File: src/rtl/adcsq_pkg.sv
// Constants, register map and state encodings for the converter sequencer
// Contract
// - Control bits 1:0 pick analog input 0..3
// - Control bits 5:3 set analog pin count
// - Pin config 000 powers converter off
// - Control bit 6 low means conversion done
// - Start rising edge resets, sets flag one
// - Start high then low launches a conversion
// - Clock bits 1:0 divide system clock 2/8/32
// - Clock bits 6:2 always read zero
// - Sample 32 periods, finish at 76
// - Request flag gated by two enables; writing 0 clears
// - Conversion end clears flag, raises request
// - Result bits 8:1 high byte, bit0 low.7
// - Analog pins lose digital and pull-high
package adcsq_pkg;

   // Register indices; byte address is four times the index
   localparam logic [7:0] IDX_RESULT_LOW    = 8'h20;
   localparam logic [7:0] IDX_RESULT_HIGH   = 8'h21;
   localparam logic [7:0] IDX_CONTROL       = 8'h22;
   localparam logic [7:0] IDX_CLOCK_SETTING = 8'h23;
   localparam logic [7:0] IDX_IRQ_CTRL      = 8'h24;

   // Control register field positions
   localparam int CTL_SEL_LSB   = 0;
   localparam int CTL_PCFG_LSB  = 3;
   localparam int CTL_FLAG_BIT  = 6;
   localparam int CTL_START_BIT = 7;

   // Interrupt control register field positions
   localparam int IRQ_EN_BIT  = 0;
   localparam int IRQ_GEN_BIT = 1;
   localparam int IRQ_REQ_BIT = 2;

   // Values after reset
   localparam logic [7:0] CTL_RESET   = 8'h40;
   localparam logic [1:0] DIV_RESET   = 2'h0;
   localparam logic [8:0] RES_RESET   = 9'h000;

   // Conversion clock dividers in system clocks per conversion period
   localparam logic [5:0] DIV_BY_2  = 6'h02;
   localparam logic [5:0] DIV_BY_8  = 6'h08;
   localparam logic [5:0] DIV_BY_32 = 6'h20;

   // Conversion timing in conversion periods
   localparam logic [6:0] SAMPLE_TAD = 7'h20;
   localparam logic [6:0] TOTAL_TAD  = 7'h4c;
   localparam logic [1:0] BIT_TAD    = 2'h3;   // Last sub-period of a 4-period bit

   // Sequencer states
   typedef enum logic [1:0] {
      ADCSQ_IDLE    = 2'b00,
      ADCSQ_SAMPLE  = 2'b01,
      ADCSQ_CONVERT = 2'b10,
      ADCSQ_FINISH  = 2'b11
   } adcsq_state_t;

endpackage

File: src/rtl/adcsq_top.sv
// Converter control, sequencing and register file behind an Avalon-MM slave
//
// Local design decision: the Avalon-MM interface to the registers.
`timescale 1ns/1ps
module adcsq_top
   import adcsq_pkg::*;
#(
   parameter int RES_W = 9                          // Result width
) (
   // Clock and reset
   input  wire logic             core_clk,
   input  wire logic             rst,
   // Avalon-MM slave, byte addressed
   input  wire logic [9:0]       avs_address,
   input  wire logic             avs_read,
   input  wire logic             avs_write,
   input  wire logic [31:0]      avs_writedata,
   output logic      [31:0]      avs_readdata,
   output logic                  avs_waitrequest,
   // Analog front end
   input  wire logic             cmp_above,         // Sampled input at or above trial level
   output logic                  adc_power_on,
   output logic      [1:0]       analog_sel,
   output logic                  sample_hold,
   output logic      [RES_W-1:0] trial_code,
   // Port B pin control
   output logic      [3:0]       analog_pin_mask,   // High: pin is analog, digital and pull-high off
   // Interrupt request to the processor
   output logic                  conv_irq
);

   // Register state
   logic [7:0]       ctl_q;                         // Control register
   logic [7:0]       ctl_d;
   logic [1:0]       div_sel_q;                     // Conversion clock select
   logic             test_bit_q;                    // Factory test bit, stored only
   logic             irq_en_q;                      // Converter interrupt enable
   logic             irq_gen_q;                     // Global interrupt enable
   logic             irq_req_q;                     // Converter interrupt request
   logic [RES_W-1:0] result_q;                      // Last conversion result

   // Bus handshake state
   logic             wait_q;                        // Registered waitrequest
   logic [31:0]      rdata_q;                       // Registered read data

   // Sequencer state
   adcsq_state_t     state_q;
   adcsq_state_t     state_d;
   logic [5:0]       div_cnt_q;                     // System clocks within a period
   logic [6:0]       tad_q;                         // Conversion periods since start
   logic [1:0]       sub_q;                         // Periods within one bit trial
   logic [3:0]       bit_q;                         // Bit under trial
   logic [RES_W-1:0] sar_q;                         // Successive approximation word
   logic             pwr_q;
   logic [3:0]       pin_mask_q;
   logic             irq_q;

   // Address decode
   wire              wr_go      = avs_write & ~wait_q;
   wire              hit_lo     = (avs_address == {IDX_RESULT_LOW, 2'b00});
   wire              hit_hi     = (avs_address == {IDX_RESULT_HIGH, 2'b00});
   wire              hit_ctl    = (avs_address == {IDX_CONTROL, 2'b00});
   wire              hit_clk    = (avs_address == {IDX_CLOCK_SETTING, 2'b00});
   wire              hit_irq    = (avs_address == {IDX_IRQ_CTRL, 2'b00});
   wire              wr_ctl     = wr_go & hit_ctl;
   wire              wr_clk     = wr_go & hit_clk;
   wire              wr_irq     = wr_go & hit_irq;

   // Start bit edges, old stored value against new written value
   wire              start_new  = avs_writedata[CTL_START_BIT];
   wire              start_old  = ctl_q[CTL_START_BIT];
   wire              start_rise = wr_ctl & ~start_old & start_new;
   wire              start_fall = wr_ctl & start_old & ~start_new;

   // Pin configuration decode
   wire [2:0]        pcfg       = ctl_q[CTL_PCFG_LSB +: 3];
   wire [2:0]        pcfg_new   = ctl_d[CTL_PCFG_LSB +: 3];
   wire              pwr_new    = (pcfg_new != 3'b000);
   wire [3:0]        mask_new   = pcfg_new[2]         ? 4'hf :
                                  (pcfg_new == 3'b011) ? 4'h7 :
                                  (pcfg_new == 3'b010) ? 4'h3 :
                                  (pcfg_new == 3'b001) ? 4'h1 : 4'h0;
   wire              powered    = (pcfg != 3'b000);

   // Conversion clock selection; the undefined code falls back to the fastest divider
   wire [5:0]        div_lim    = (div_sel_q == 2'b01) ? DIV_BY_8 :
                                  (div_sel_q == 2'b10) ? DIV_BY_32 : DIV_BY_2;
   wire              tad_tick   = (div_cnt_q == div_lim - 6'h01);
   wire              running    = (state_q != ADCSQ_IDLE);

   // Sequencer events
   wire              smp_end    = (state_q == ADCSQ_SAMPLE) & tad_tick & (tad_q == SAMPLE_TAD - 7'h01);
   wire              bit_end    = (state_q == ADCSQ_CONVERT) & tad_tick & (sub_q == BIT_TAD);
   wire              conv_done  = (state_q == ADCSQ_FINISH) & tad_tick & (tad_q == TOTAL_TAD - 7'h01);

   // Trial word after the current bit is resolved
   wire [RES_W-1:0]  keep_mask  = ~(RES_W'(1) << bit_q);
   wire [RES_W-1:0]  resolved   = cmp_above ? sar_q : (sar_q & keep_mask);
   wire [RES_W-1:0]  next_trial = (bit_q == 4'h0) ? resolved : (resolved | (RES_W'(1) << (bit_q - 4'h1)));

   // Read data mux; narrow registers sit in the low bits
   wire [7:0]        rd_ctl     = ctl_q;
   wire [7:0]        rd_clk     = {test_bit_q, 5'h00, div_sel_q};
   wire [7:0]        rd_hi      = result_q[RES_W-1:1];
   wire [7:0]        rd_lo      = {result_q[0], 7'h00};
   wire [7:0]        rd_irq     = {5'h00, irq_req_q, irq_gen_q, irq_en_q};
   wire [7:0]        rd_byte    = hit_lo  ? rd_lo  :
                                  hit_hi  ? rd_hi  :
                                  hit_ctl ? rd_ctl :
                                  hit_clk ? rd_clk :
                                  hit_irq ? rd_irq : 8'h00;

   // Next control value: software owns all but the completion flag
   always_comb begin
      ctl_d = ctl_q;
      if (wr_ctl) begin
         ctl_d[CTL_START_BIT] = avs_writedata[CTL_START_BIT];
         ctl_d[5:0]           = avs_writedata[5:0];
      end
      if (start_rise) begin
         ctl_d[CTL_FLAG_BIT] = 1'b1;
      end else if (conv_done) begin
         ctl_d[CTL_FLAG_BIT] = 1'b0;
      end
   end

   // Sequencer next state
   always_comb begin
      state_d = state_q;
      unique case (state_q)
         ADCSQ_IDLE: begin
            // Falling start edge launches a conversion
            if (start_fall & powered) begin
               state_d = ADCSQ_SAMPLE;
            end
         end
         ADCSQ_SAMPLE: begin
            if (smp_end) begin
               state_d = ADCSQ_CONVERT;
            end
         end
         ADCSQ_CONVERT: begin
            if (bit_end & (bit_q == 4'h0)) begin
               state_d = ADCSQ_FINISH;
            end
         end
         ADCSQ_FINISH: begin
            if (conv_done) begin
               state_d = ADCSQ_IDLE;
            end
         end
      endcase
      // A rising start edge or a power-down aborts whatever runs
      if (start_rise | ~powered) begin
         state_d = ADCSQ_IDLE;
      end
   end

   // Bus handshake: one wait cycle, then the access completes
   always_ff @(posedge core_clk) begin
      if (rst) begin
         wait_q  <= 1'b1;
         rdata_q <= 32'h0000_0000;
      end else begin
         wait_q  <= ~((avs_read | avs_write) & wait_q);
         // Unmapped addresses read as zero, writes to them are dropped
         if ((avs_read | avs_write) & wait_q) begin
            rdata_q <= {24'h000000, rd_byte};
         end
      end
   end

   // Control register; results are never written by software
   always_ff @(posedge core_clk) begin
      if (rst) begin
         ctl_q <= CTL_RESET;
      end else begin
         ctl_q <= ctl_d;
      end
   end

   // Clock setting register
   always_ff @(posedge core_clk) begin
      if (rst) begin
         div_sel_q  <= DIV_RESET;
         test_bit_q <= 1'b0;
      end else if (wr_clk) begin
         div_sel_q  <= avs_writedata[1:0];
         test_bit_q <= avs_writedata[7];
      end
   end

   // Interrupt enables and request; a completion beats a software clear
   always_ff @(posedge core_clk) begin
      if (rst) begin
         irq_en_q  <= 1'b0;
         irq_gen_q <= 1'b0;
         irq_req_q <= 1'b0;
      end else begin
         if (wr_irq) begin
            irq_en_q  <= avs_writedata[IRQ_EN_BIT];
            irq_gen_q <= avs_writedata[IRQ_GEN_BIT];
         end
         if (conv_done) begin
            irq_req_q <= 1'b1;
         end else if (wr_irq & ~avs_writedata[IRQ_REQ_BIT]) begin
            irq_req_q <= 1'b0;
         end
      end
   end

   // Conversion clock divider, restarted with each conversion for even timing
   always_ff @(posedge core_clk) begin
      if (rst) begin
         div_cnt_q <= 6'h00;
      end else if (~running | tad_tick) begin
         div_cnt_q <= 6'h00;
      end else begin
         div_cnt_q <= div_cnt_q + 6'h01;
      end
   end

   // Period count since start of conversion
   always_ff @(posedge core_clk) begin
      if (rst) begin
         tad_q <= 7'h00;
      end else if (~running) begin
         tad_q <= 7'h00;
      end else if (tad_tick) begin
         tad_q <= tad_q + 7'h01;
      end
   end

   // Sequencer state register
   always_ff @(posedge core_clk) begin
      if (rst) begin
         state_q <= ADCSQ_IDLE;
      end else begin
         state_q <= state_d;
      end
   end

   // Bit trials: most significant first, four periods each
   always_ff @(posedge core_clk) begin
      if (rst) begin
         sar_q <= '0;
         bit_q <= 4'h0;
         sub_q <= 2'h0;
      end else if (smp_end) begin
         sar_q <= RES_W'(1) << (RES_W - 1);
         bit_q <= 4'(RES_W - 1);
         sub_q <= 2'h0;
      end else if (bit_end) begin
         sar_q <= next_trial;
         sub_q <= 2'h0;
         if (bit_q != 4'h0) begin
            bit_q <= bit_q - 4'h1;
         end
      end else if ((state_q == ADCSQ_CONVERT) & tad_tick) begin
         sub_q <= sub_q + 2'h1;
      end
   end

   // Result registers load only on completion
   always_ff @(posedge core_clk) begin
      if (rst) begin
         result_q <= RES_RESET;
      end else if (conv_done) begin
         result_q <= sar_q;
      end
   end

   // Pin and power outputs follow the pin configuration
   always_ff @(posedge core_clk) begin
      if (rst) begin
         pwr_q      <= 1'b0;
         pin_mask_q <= 4'h0;
      end else begin
         pwr_q      <= pwr_new;
         pin_mask_q <= mask_new;
      end
   end

   // Gated interrupt output
   always_ff @(posedge core_clk) begin
      if (rst) begin
         irq_q <= 1'b0;
      end else begin
         irq_q <= irq_req_q & irq_en_q & irq_gen_q;
      end
   end

   // Output drive, all from flip-flops except sample_hold, decoded from state_q
   assign avs_readdata    = rdata_q;
   assign avs_waitrequest = wait_q;
   assign adc_power_on    = pwr_q;
   assign analog_sel      = ctl_q[CTL_SEL_LSB +: 2];
   assign sample_hold     = (state_q == ADCSQ_SAMPLE);
   assign trial_code      = sar_q;
   assign analog_pin_mask = pin_mask_q;
   assign conv_irq        = irq_q;

endmodule // adcsq_top

File: config.mk
export PLATFORM = sky130hd
export DESIGN_NAME = adcsq_top
export DESIGN_NICKNAME = d
export VERILOG_FILES = /design/src/rtl/adcsq_pkg.sv /design/src/rtl/adcsq_top.sv
export SDC_FILE = /design/constraint.sdc
export NUM_CORES = 1
export LEC_CHECK = 0
export ABC_CLOCK_PERIOD_IN_PS = 2930
export BUFFER_PORTS_ARGS = -buffer_cell sky130_fd_sc_hd__buf_2
export CAP_MARGIN = 20
export CORE_MARGIN = 5
export CORE_UTILIZATION = 40
export CTS_CLUSTER_DIAMETER = 120
export CTS_CLUSTER_SIZE = 14
export DETAILED_ROUTE_END_ITERATION = 7
export GPL_ROUTABILITY_DRIVEN = 1
export PLACE_DENSITY = 0.75
export SYNTH_ARGS = -nofsm -noshare
export SYNTH_HDL_FRONTEND = slang
export SYNTH_SLANG_ARGS = --single-unit
File: constraint.sdc
create_clock -name core_clk -period 2.93 [get_ports core_clk]
set_input_delay 0 -clock core_clk [delete_from_list [all_inputs] [get_ports core_clk]]
set_output_delay 0 -clock core_clk [all_outputs]
set_load 0.05 [all_outputs]
* After elaboration in Yosys (flattened, before gate mapping)
Cells that the tools add are included.
** Cells by class
- Bitwise logic cells :: 33
- Eq/ne operators :: 21
- Reduce and logical (&&, ||, !) cells :: 18
- Shift operators :: 2
- Multiplexer cells :: 26
- Add/sub/neg operators :: 5
** Operators by type and width (number)
- == test 10 x 8 -> 1 bit, second input constant :: 5
- 2-to-1 mux 9 bit :: 4
- 2-to-1 mux 8 bit :: 4
- bitwise AND 1 bit :: 20
- 2-to-1 mux 6 bit :: 3
- left shift 1 x 4 -> 9 bit, first input constant :: 2
- 2-to-1 mux 4 bit :: 4
- 2-to-1 mux 2 bit :: 5
- OR reduction 2 bit :: 5
- bitwise AND 9 bit :: 1
- inverter 9 bit :: 1
- bitwise OR 9 bit :: 1
- == test 2 bit, second input constant :: 4
- one-hot mux 2 bit (4 select lines) :: 1
- nonzero test 2 bit :: 4
- adder 7 x 1 -> 7 bit, second input constant :: 1
- == test 7 x 5 -> 1 bit, second input constant :: 1
- == test 7 bit, second input constant :: 1
- inverter 1 bit :: 7
- adder 6 x 1 -> 6 bit, second input constant :: 1
- == test 3 x 2 -> 1 bit, second input constant :: 2
- == test 6 bit :: 1
- 2-to-1 mux 3 bit :: 2
- != test 2 bit, second input constant :: 3
- other kinds (15) :: 22
** Storage, ports and cells
- Register bits after elaboration :: 68
- Logic and storage cells :: 127

* Longest topological paths before layout
Gate-level depths: netlist of the first run.
- Word-level depth :: 10
- Gate-level depth with buffers :: 9
- Gate-level depth less buffers :: 8

* Worst setup path before layout of the first run
No wires, ideal clock.
- Kind :: flip-flop to flip-flop
- Start point :: reg div_sel_q[0]
- End point :: reg sar_q[6] (netlist: trial_code[6])
- Cell stages (with the launch flop) :: 9
- Period minus slack after synthesis :: 2.112 ns
- Library setup time :: 0.132 ns
- Data arrival time :: 1.980 ns
- Setup slack :: 0.818 ns
- Cells stage by stage :: dfxtp_1 -> inv_1 -> ha_1 -> xor2_1 -> mux2i_1 -> nand4b_1 -> or3b_1 -> o21ai_0 -> a21oi_1
** Between the ends
- Longest elaborated chain between the ends :: 8
** RTL lines
- from (decl) :: line adcsq_top.sv:35 : logic [1:0] div_sel_q;
- from (signal assigned) :: line adcsq_top.sv:188 : div_sel_q <= avs_writedata[1:0];
- == test 2 bit :: line adcsq_top.sv:87 : (div_sel_q == 2'b10) ? DIV_BY_32 : DIV_BY_2;
- 2-to-1 mux 6 bit :: line adcsq_top.sv:87
- 2-to-1 mux 6 bit * :: line adcsq_top.sv:86 : wire [5:0] div_lim = (div_sel_q == 2'b01) ? DIV_BY_8 :
- subtractor 6 x 1 -> 6 bit * :: line adcsq_top.sv:88 : wire tad_tick = (div_cnt_q == div_lim - 6'h01);
- == test 6 bit * :: line adcsq_top.sv:88
- bitwise AND 1 bit (2 in a row) :: line adcsq_top.sv:92 : wire smp_end = (state_q == ADCSQ_SAMPLE) & tad_tick & (tad_q == SAMPLE_TAD - 7'h01);
- OR reduction 2 bit (no source line)
- to (signal assigned) :: line adcsq_top.sv:250 : sar_q <= RES_W'(1) << (RES_W - 1);
- to (signal assigned) :: line adcsq_top.sv:254 : sar_q <= next_trial;
- to (decl) :: line adcsq_top.sv:53 : logic [RES_W-1:0] sar_q;
Mark *: on every way between the ends. The rest lies on a longest branch, timed or not.
A chain may end at the register's enable or synchronous reset.

* Worst setup path after layout of the first run
- Start point :: reg div_sel_q[0]
- End point :: reg sar_q[7] (netlist: trial_code[7])
The elaborated chain is that of the path after synthesis.

==> impl_metrics.py, run 1 <==
metrics = {
    "clocking": {
        "cts_setup_buffers": 0,
        "cts_root_buffer": "clkbuf_8",
        "h-tree-depth": 3,
        "clk_latency_ps": 340,
        "cts_tree": "built",
        "cts_buffer_depth": 2,
        "cts_sinks": 67,
        "numCtsBuffers": 9,
        "path_clk_slew_ps": 70,
    },
    "global_routing": {
        "grt.overflow.total": 0,
        "track_usage_pct": 14.3,
        "grt_pass1_vias": 2609,
        "grt_pass1_wl_um": 11900,
        "antenna_found_initial": 0,
        "grt_max_degree": 40,
    },
    "final_layout": {
        "layout.nets": 497,
        "layout_common_cells": "67 x dfxtp_1, 48 x buf_2, 40 x nand2_1",
        "insertedDiodeCount": 0,
        "layout-drive-gt1-share_pct": 18.4,
        "final_common_cell": "dfxtp_1",
        "area.growth.synth_to_final_pct": 15.0,
        "final_util_pct": 47.5,
    },
    "worst_setup_path": {
        "cp_max_fo": 6,
        "crit_chain": "inv_1, ha_1, and3b_1, o2111a_1, nand4b_1, or3b_1, o21ai_0, a21oi_1",
        "slowest_delay_ps": 510,
        "cp.required_ps": 3130,
        "crit_type": "reg2reg",
        "start_kind": "register",
        "crit_path_end_kind": "register",
        "crit_arrival_ps": 2660,
        "cp_slowest_cell": "or3b_1",
    },
    "sta": {
        "rsz0062_at_grt": "false",
        "setup_tns_ps": 0,
        "finalHoldViolations": 0,
        "tightest_slew_ps": 746,
        "fmax_mhz": 406,
        "period_needed_ps": 2460,
        "clock-skew-final_ps": 5.11,
        "setup_violations": 0,
        "setup_slack_ps": 470,
        "slew_headroom_pct": 50.0,
        "slew_viol_final": 0,
        "finalCritPeriodShare_pct": 84.0,
    },
    "route": {
        "num_vias": 2787,
        "initialDrtViolationCount": 109,
        "wirelength_um": 7530,
        "vias_per_cell": 5.11,
        "route.detailed.drc": 0,
        "ant_nets": 0,
        "first_pass_iters": 5,
        "post_drt_wl_per_cell_um": 13.8,
    },
    "logic_synthesis": {
        "synth-seq-cells": 67,
        "synth_top_area_share_pct": 39.3,
        "ys_types": 56,
        "synth-edff-count": 0,
        "yosys-top-cells-area": "dfxtp_1 39%, buf_4 6.4%, ha_1 5.5%",
        "ys_seq_area_share_pct": 39.3,
        "syn_avg_cell_area_um2": 8.89,
        "syn_inst": 384,
        "yosys.area.top_type": "dfxtp_1",
        "async_flop_share_pct": 0,
        "dominantRegCellSynth": "dfxtp_1",
        "yosys_warnings": 0,
        "synthesis.area_um2": 3410,
    },
    "hold_path": {
        "hp-class": "in2reg",
    },
    "die": {
        "ios": 98,
        "die_h_um": 102,
        "core_um2": 8260,
        "rows": 33,
        "dieArea_um2": 10500,
        "die_x_um": 102,
        "start_util_pct": 41.3,
    },
    "placement": {
        "post-dp-hpwl_um": 5490,
        "port-buffer-count": 48,
        "place_ws_ps": 582,
        "gp_congestion": 0.809,
    },
    "run_status": {
        "status": "finished clean",
    },
    "job": {
        "max_cap_violations": 0,
    },
    "pwr": {
        "p_leak_nw": 1.61,
        "p_per_area_nw_per_um2": 487,
        "ir_worst_vdd_mv": 0.234,
    },
}
## metrics by stage
step	total power, W	cells	area [um^2]	hold slack, ps
global placement	0.00106	522	3630	261
floorplan	0.00106	407	3500	101
CTS	0.00193	545	3920	151
detailed placement	0.00106	522	3630	268
finish	0.00191	545	3920	163
global route	0.00197	545	3920	176
## timing repair
| item | 4_1_cts | 5_1_grt |
|---|---|---|
| hold buffers | 7 | 0 |
| endpoints found under the setup margin | 0 | 0 |
| resized for setup | 0 | 0 |
| hold endpoints to repair | 16 | 0 |
## where the power goes
part / switching [W] / internal, W
Sequential: 0.000000687 / 0.000911
Clock: 0.000359 / 0.000502
Combinational: 0.000112 / 0.0000254
Total: 0.000472 / 0.00144
## cells in the mapped netlist, types with 4 or more instances
cell type and number:
dfxtp_1 67, nand2_1 40, nor2_1 35, a21oi_1 30
buf_4 29, ha_1 15, mux2i_1 14, inv_1 13
o21ai_0 11, nand4_1 10, a22oi_1 9, nand3_1 9
xor2_1 9, clkbuf_1 8, xnor2_1 8, and3_1 6
a22o_1 4, nand2b_1 4, nor3_1 4, or2_2 4
## worst max-delay path: cells and delay by family (launching register included)
family	cells	cell delay, ps
simple gates	3	1010
compound gates	3	590
flops	1	370
fa+ha+maj	1	290
buf+inv	1	70
## cells by family (layout without fill, tap and decap cells)
group / Yosys count / after routing / synth area share (%)
and+or+nand+nor: 145 / 145 / 23.9
AOI/OAI and AO/OA: 71 / 71 / 13.5
DFF: 67 / 67 / 39.3
buffers and inverters: 54 / 87 / 9.24
xor gates and xnor gates: 17 / 17 / 4.36
adders and majority gates: 15 / 15 / 5.50
muxes: 14 / 14 / 4.11
other: 1 / 24 / 0.110
## metal layers
layer  global-route usage, %  part of all wire [%]
met1                    18.0                    44
met2                    24.1                    49
met3                    2.32                   5.6
met4                    6.16                   1.9
met5                       0                     0
## area by class of cell
| type | instances | area, um^2 |
|---|---|---|
| fill | 791 | 4340 |
| multi-input combinational | 286 | 1840 |
| sequential | 67 | 1340 |
| timing repair buffer | 58 | 333 |
| clock buffer | 10 | 138 |
| tap | 105 | 131 |
| clock inverter | 6 | 88.8 |
| inverter | 13 | 48.8 |
## worst paths after layout
kind	startpoint	endpoint	slack, ps	cells after the start
hold / removal	avs_address[4]	irq_en_q	160	4
setup reg to reg	div_sel_q[0]	trial_code[7]	470	8
setup / recovery	div_sel_q[0]	trial_code[7]	470	8
hold reg to reg	avs_readdata[0]	avs_readdata[0]	450	2
## sequential cells by signal, indices dropped and copies added (netlist names), 3 cells and up
register	count
avs_readdata	8
div_cnt_q	6
analog_pin_mask	3
tad_q	7
bit_q	4
ctl_q	8
trial_code	9
result_q	9
(Power assumes the default switching activity.)
==> inputs of run 2 (changes only) <==
Settings changed: ABC_CLOCK_PERIOD_IN_PS 2930 to 2300.
Clock period 2.93 ns to 2.3 ns, I/O delays scaled along.
==> run 2 against run 1 <==
Compared with the run above:
- final cell count grew 1.8%
- fmax grew 14%
- critical path depth grew 1
- worst setup slack lost 330 ps
- clock power grew 23%
- sequential share of layout area shrank 0.65 points
==> impl_metrics.py, run 2 (same netlist as run 1, synthesis figures left out) <==
metrics = {
    "final_layout": {
        "area.growth.synth_to_final_pct": 17.2,
        "layout_common_cells": "67 x dfxtp_1, 48 x buf_2, 40 x nand2_1",
        "layout.nets": 507,
        "layout-drive-gt1-share_pct": 20.9,
        "stdcell_count": 555,
        "final_common_cell": "dfxtp_1",
        "insertedDiodeCount": 0,
    },
    "route": {
        "post_drt_wl_per_cell_um": 13.7,
        "wirelength_um": 7610,
        "route.detailed.drc": 0,
        "initialDrtViolationCount": 110,
        "vias_per_cell": 5.13,
        "ant_nets": 0,
        "num_vias": 2847,
        "first_pass_iters": 4,
    },
    "die": {
        "dieArea_um2": 10500,
        "die_x_um": 102,
        "rows": 33,
        "die_h_um": 102,
        "start_util_pct": 41.3,
        "ios": 98,
        "core_um2": 8260,
    },
    "worst_setup_path": {
        "cp_slowest_cell": "or3b_4",
        "crit_arrival_ps": 2380,
        "cp_max_fo": 6,
        "start_kind": "register",
        "crit_type": "reg2reg",
        "crit_chain": "inv_1, ha_1, xor2_1, mux2i_1, buf_4, nand4b_1, or3b_4, o21ai_0, a21oi_1",
        "slowest_delay_ps": 440,
        "cp.required_ps": 2520,
        "crit_path_end_kind": "register",
    },
    "global_routing": {
        "grt_max_degree": 40,
        "grt_pass1_wl_um": 12300,
        "track_usage_pct": 14.8,
        "antenna_found_initial": 0,
        "grt_pass1_vias": 2689,
        "grt.overflow.total": 0,
    },
    "clocking": {
        "cts_root_buffer": "clkbuf_8",
        "path_clk_slew_ps": 80,
        "cts_tree": "built",
        "cts_sinks": 67,
        "numCtsBuffers": 9,
        "clk_latency_ps": 340,
        "cts_buffer_depth": 2,
        "h-tree-depth": 3,
    },
    "pwr": {
        "ir_worst_vdd_mv": 0.288,
        "p_per_area_nw_per_um2": 601,
        "p_leak_nw": 1.67,
        "finalPower_w": 0.00240,
    },
    "placement": {
        "post-dp-hpwl_um": 5640,
        "gp_congestion": 0.787,
        "dp.cells": 531,
        "port-buffer-count": 48,
    },
    "sta": {
        "clock-skew-final_ps": 9.79,
        "finalHoldViolations": 0,
        "period_needed_ps": 2160,
        "slew_headroom_pct": 52.8,
        "tightest_slew_ps": 708,
        "rsz0062_at_grt": "true",
        "slew_viol_final": 0,
        "finalCritPeriodShare_pct": 93.9,
        "fmax_mhz": 463,
        "setup_violations": 0,
    },
    "run_status": {
        "status": "finished clean",
    },
    "hold_path": {
        "hp-class": "in2reg",
    },
    "job": {
        "max_cap_violations": 0,
    },
}
run 2: cell types whose count changed in the layout (fill, tap and decap cells not counted), sizes merged:
cell / delta
clkinv: +3
buf: +9
clkbuf: -1
dlygate4sd3: +1
clkinvlp: -2
run 2: metal layers:
metal  global-route usage [%]  up-vias  share of wire [%]
li1                         -     1414                  -
met3                     3.07       12                7.0
met2                     25.3       90                 50
met1                     18.5     1331                 42
met5                        0        -                  0
met4                     4.94        0                1.5
run 2: through the flow:
| stage | hold WS [ps] | utilization (%) | worst slack (ps) | TNS, ps | instance area, um^2 |
|---|---|---|---|---|---|
| after global placement | 262 | 44.7 | 148 | 0 | 3690 |
| final | 181 | 48.4 | 140 | 0 | 4000 |
| after floorplan | 101 | - | 188 | 0 | 3500 |
| after global routing | 171 | 48.4 | -6.75 | -6.75 | 4000 |
| after detailed placement | 271 | 44.7 | 111 | 0 | 3690 |
| after CTS | 173 | 48.3 | 76.6 | 0 | 3990 |
run 2: power breakdown:
group | total, W | internal [W] | switching [W]
clock network | 0.00106 | 0.000608 | 0.000455
registers | 0.00116 | 0.00116 | 0.00000111
logic | 0.000179 | 0.0000358 | 0.000143
total | 0.00240 | 0.00180 | 0.000599
run 2: final timing paths:
path / startpoint / endpoint / slack [ps] / cells after the start
setup / recovery: div_sel_q[0] / trial_code[7] / 140 / 9
hold / removal: avs_write / irq_gen_q / 180 / 4
setup reg to reg: div_sel_q[0] / trial_code[7] / 140 / 9
hold reg to reg: ctl_q[6] / ctl_q[6] / 450 / 2
run 2: area by class of cell:
cell class	instances	area, um^2
Clock inverter	7	92.6
Inverter	13	48.8
Fill cell	772	4260
Multi-Input combinational cell	286	1850
Sequential cell	67	1340
Clock buffer	9	124
Tap cell	105	131
Timing Repair Buffer	68	410
run 2: timing repair:
item / in CTS / in global routing
endpoints found under the hold margin: 15 / 0
resized for setup: 0 / 5
endpoints found under the setup margin: 0 / 5
hold buffers: 8 / 0
buffers inserted: 0 / 0
run 2: critical path: cells and delay by family (launching register included):
| family | cells | cell delay, ps |
|---|---|---|
| mux | 1 | 240 |
| xor+xnor | 1 | 170 |
| simple gates | 2 | 570 |
| fa+ha+maj | 1 | 230 |
| flops | 1 | 360 |
| compound gates | 2 | 250 |
| buf+inv | 2 | 240 |
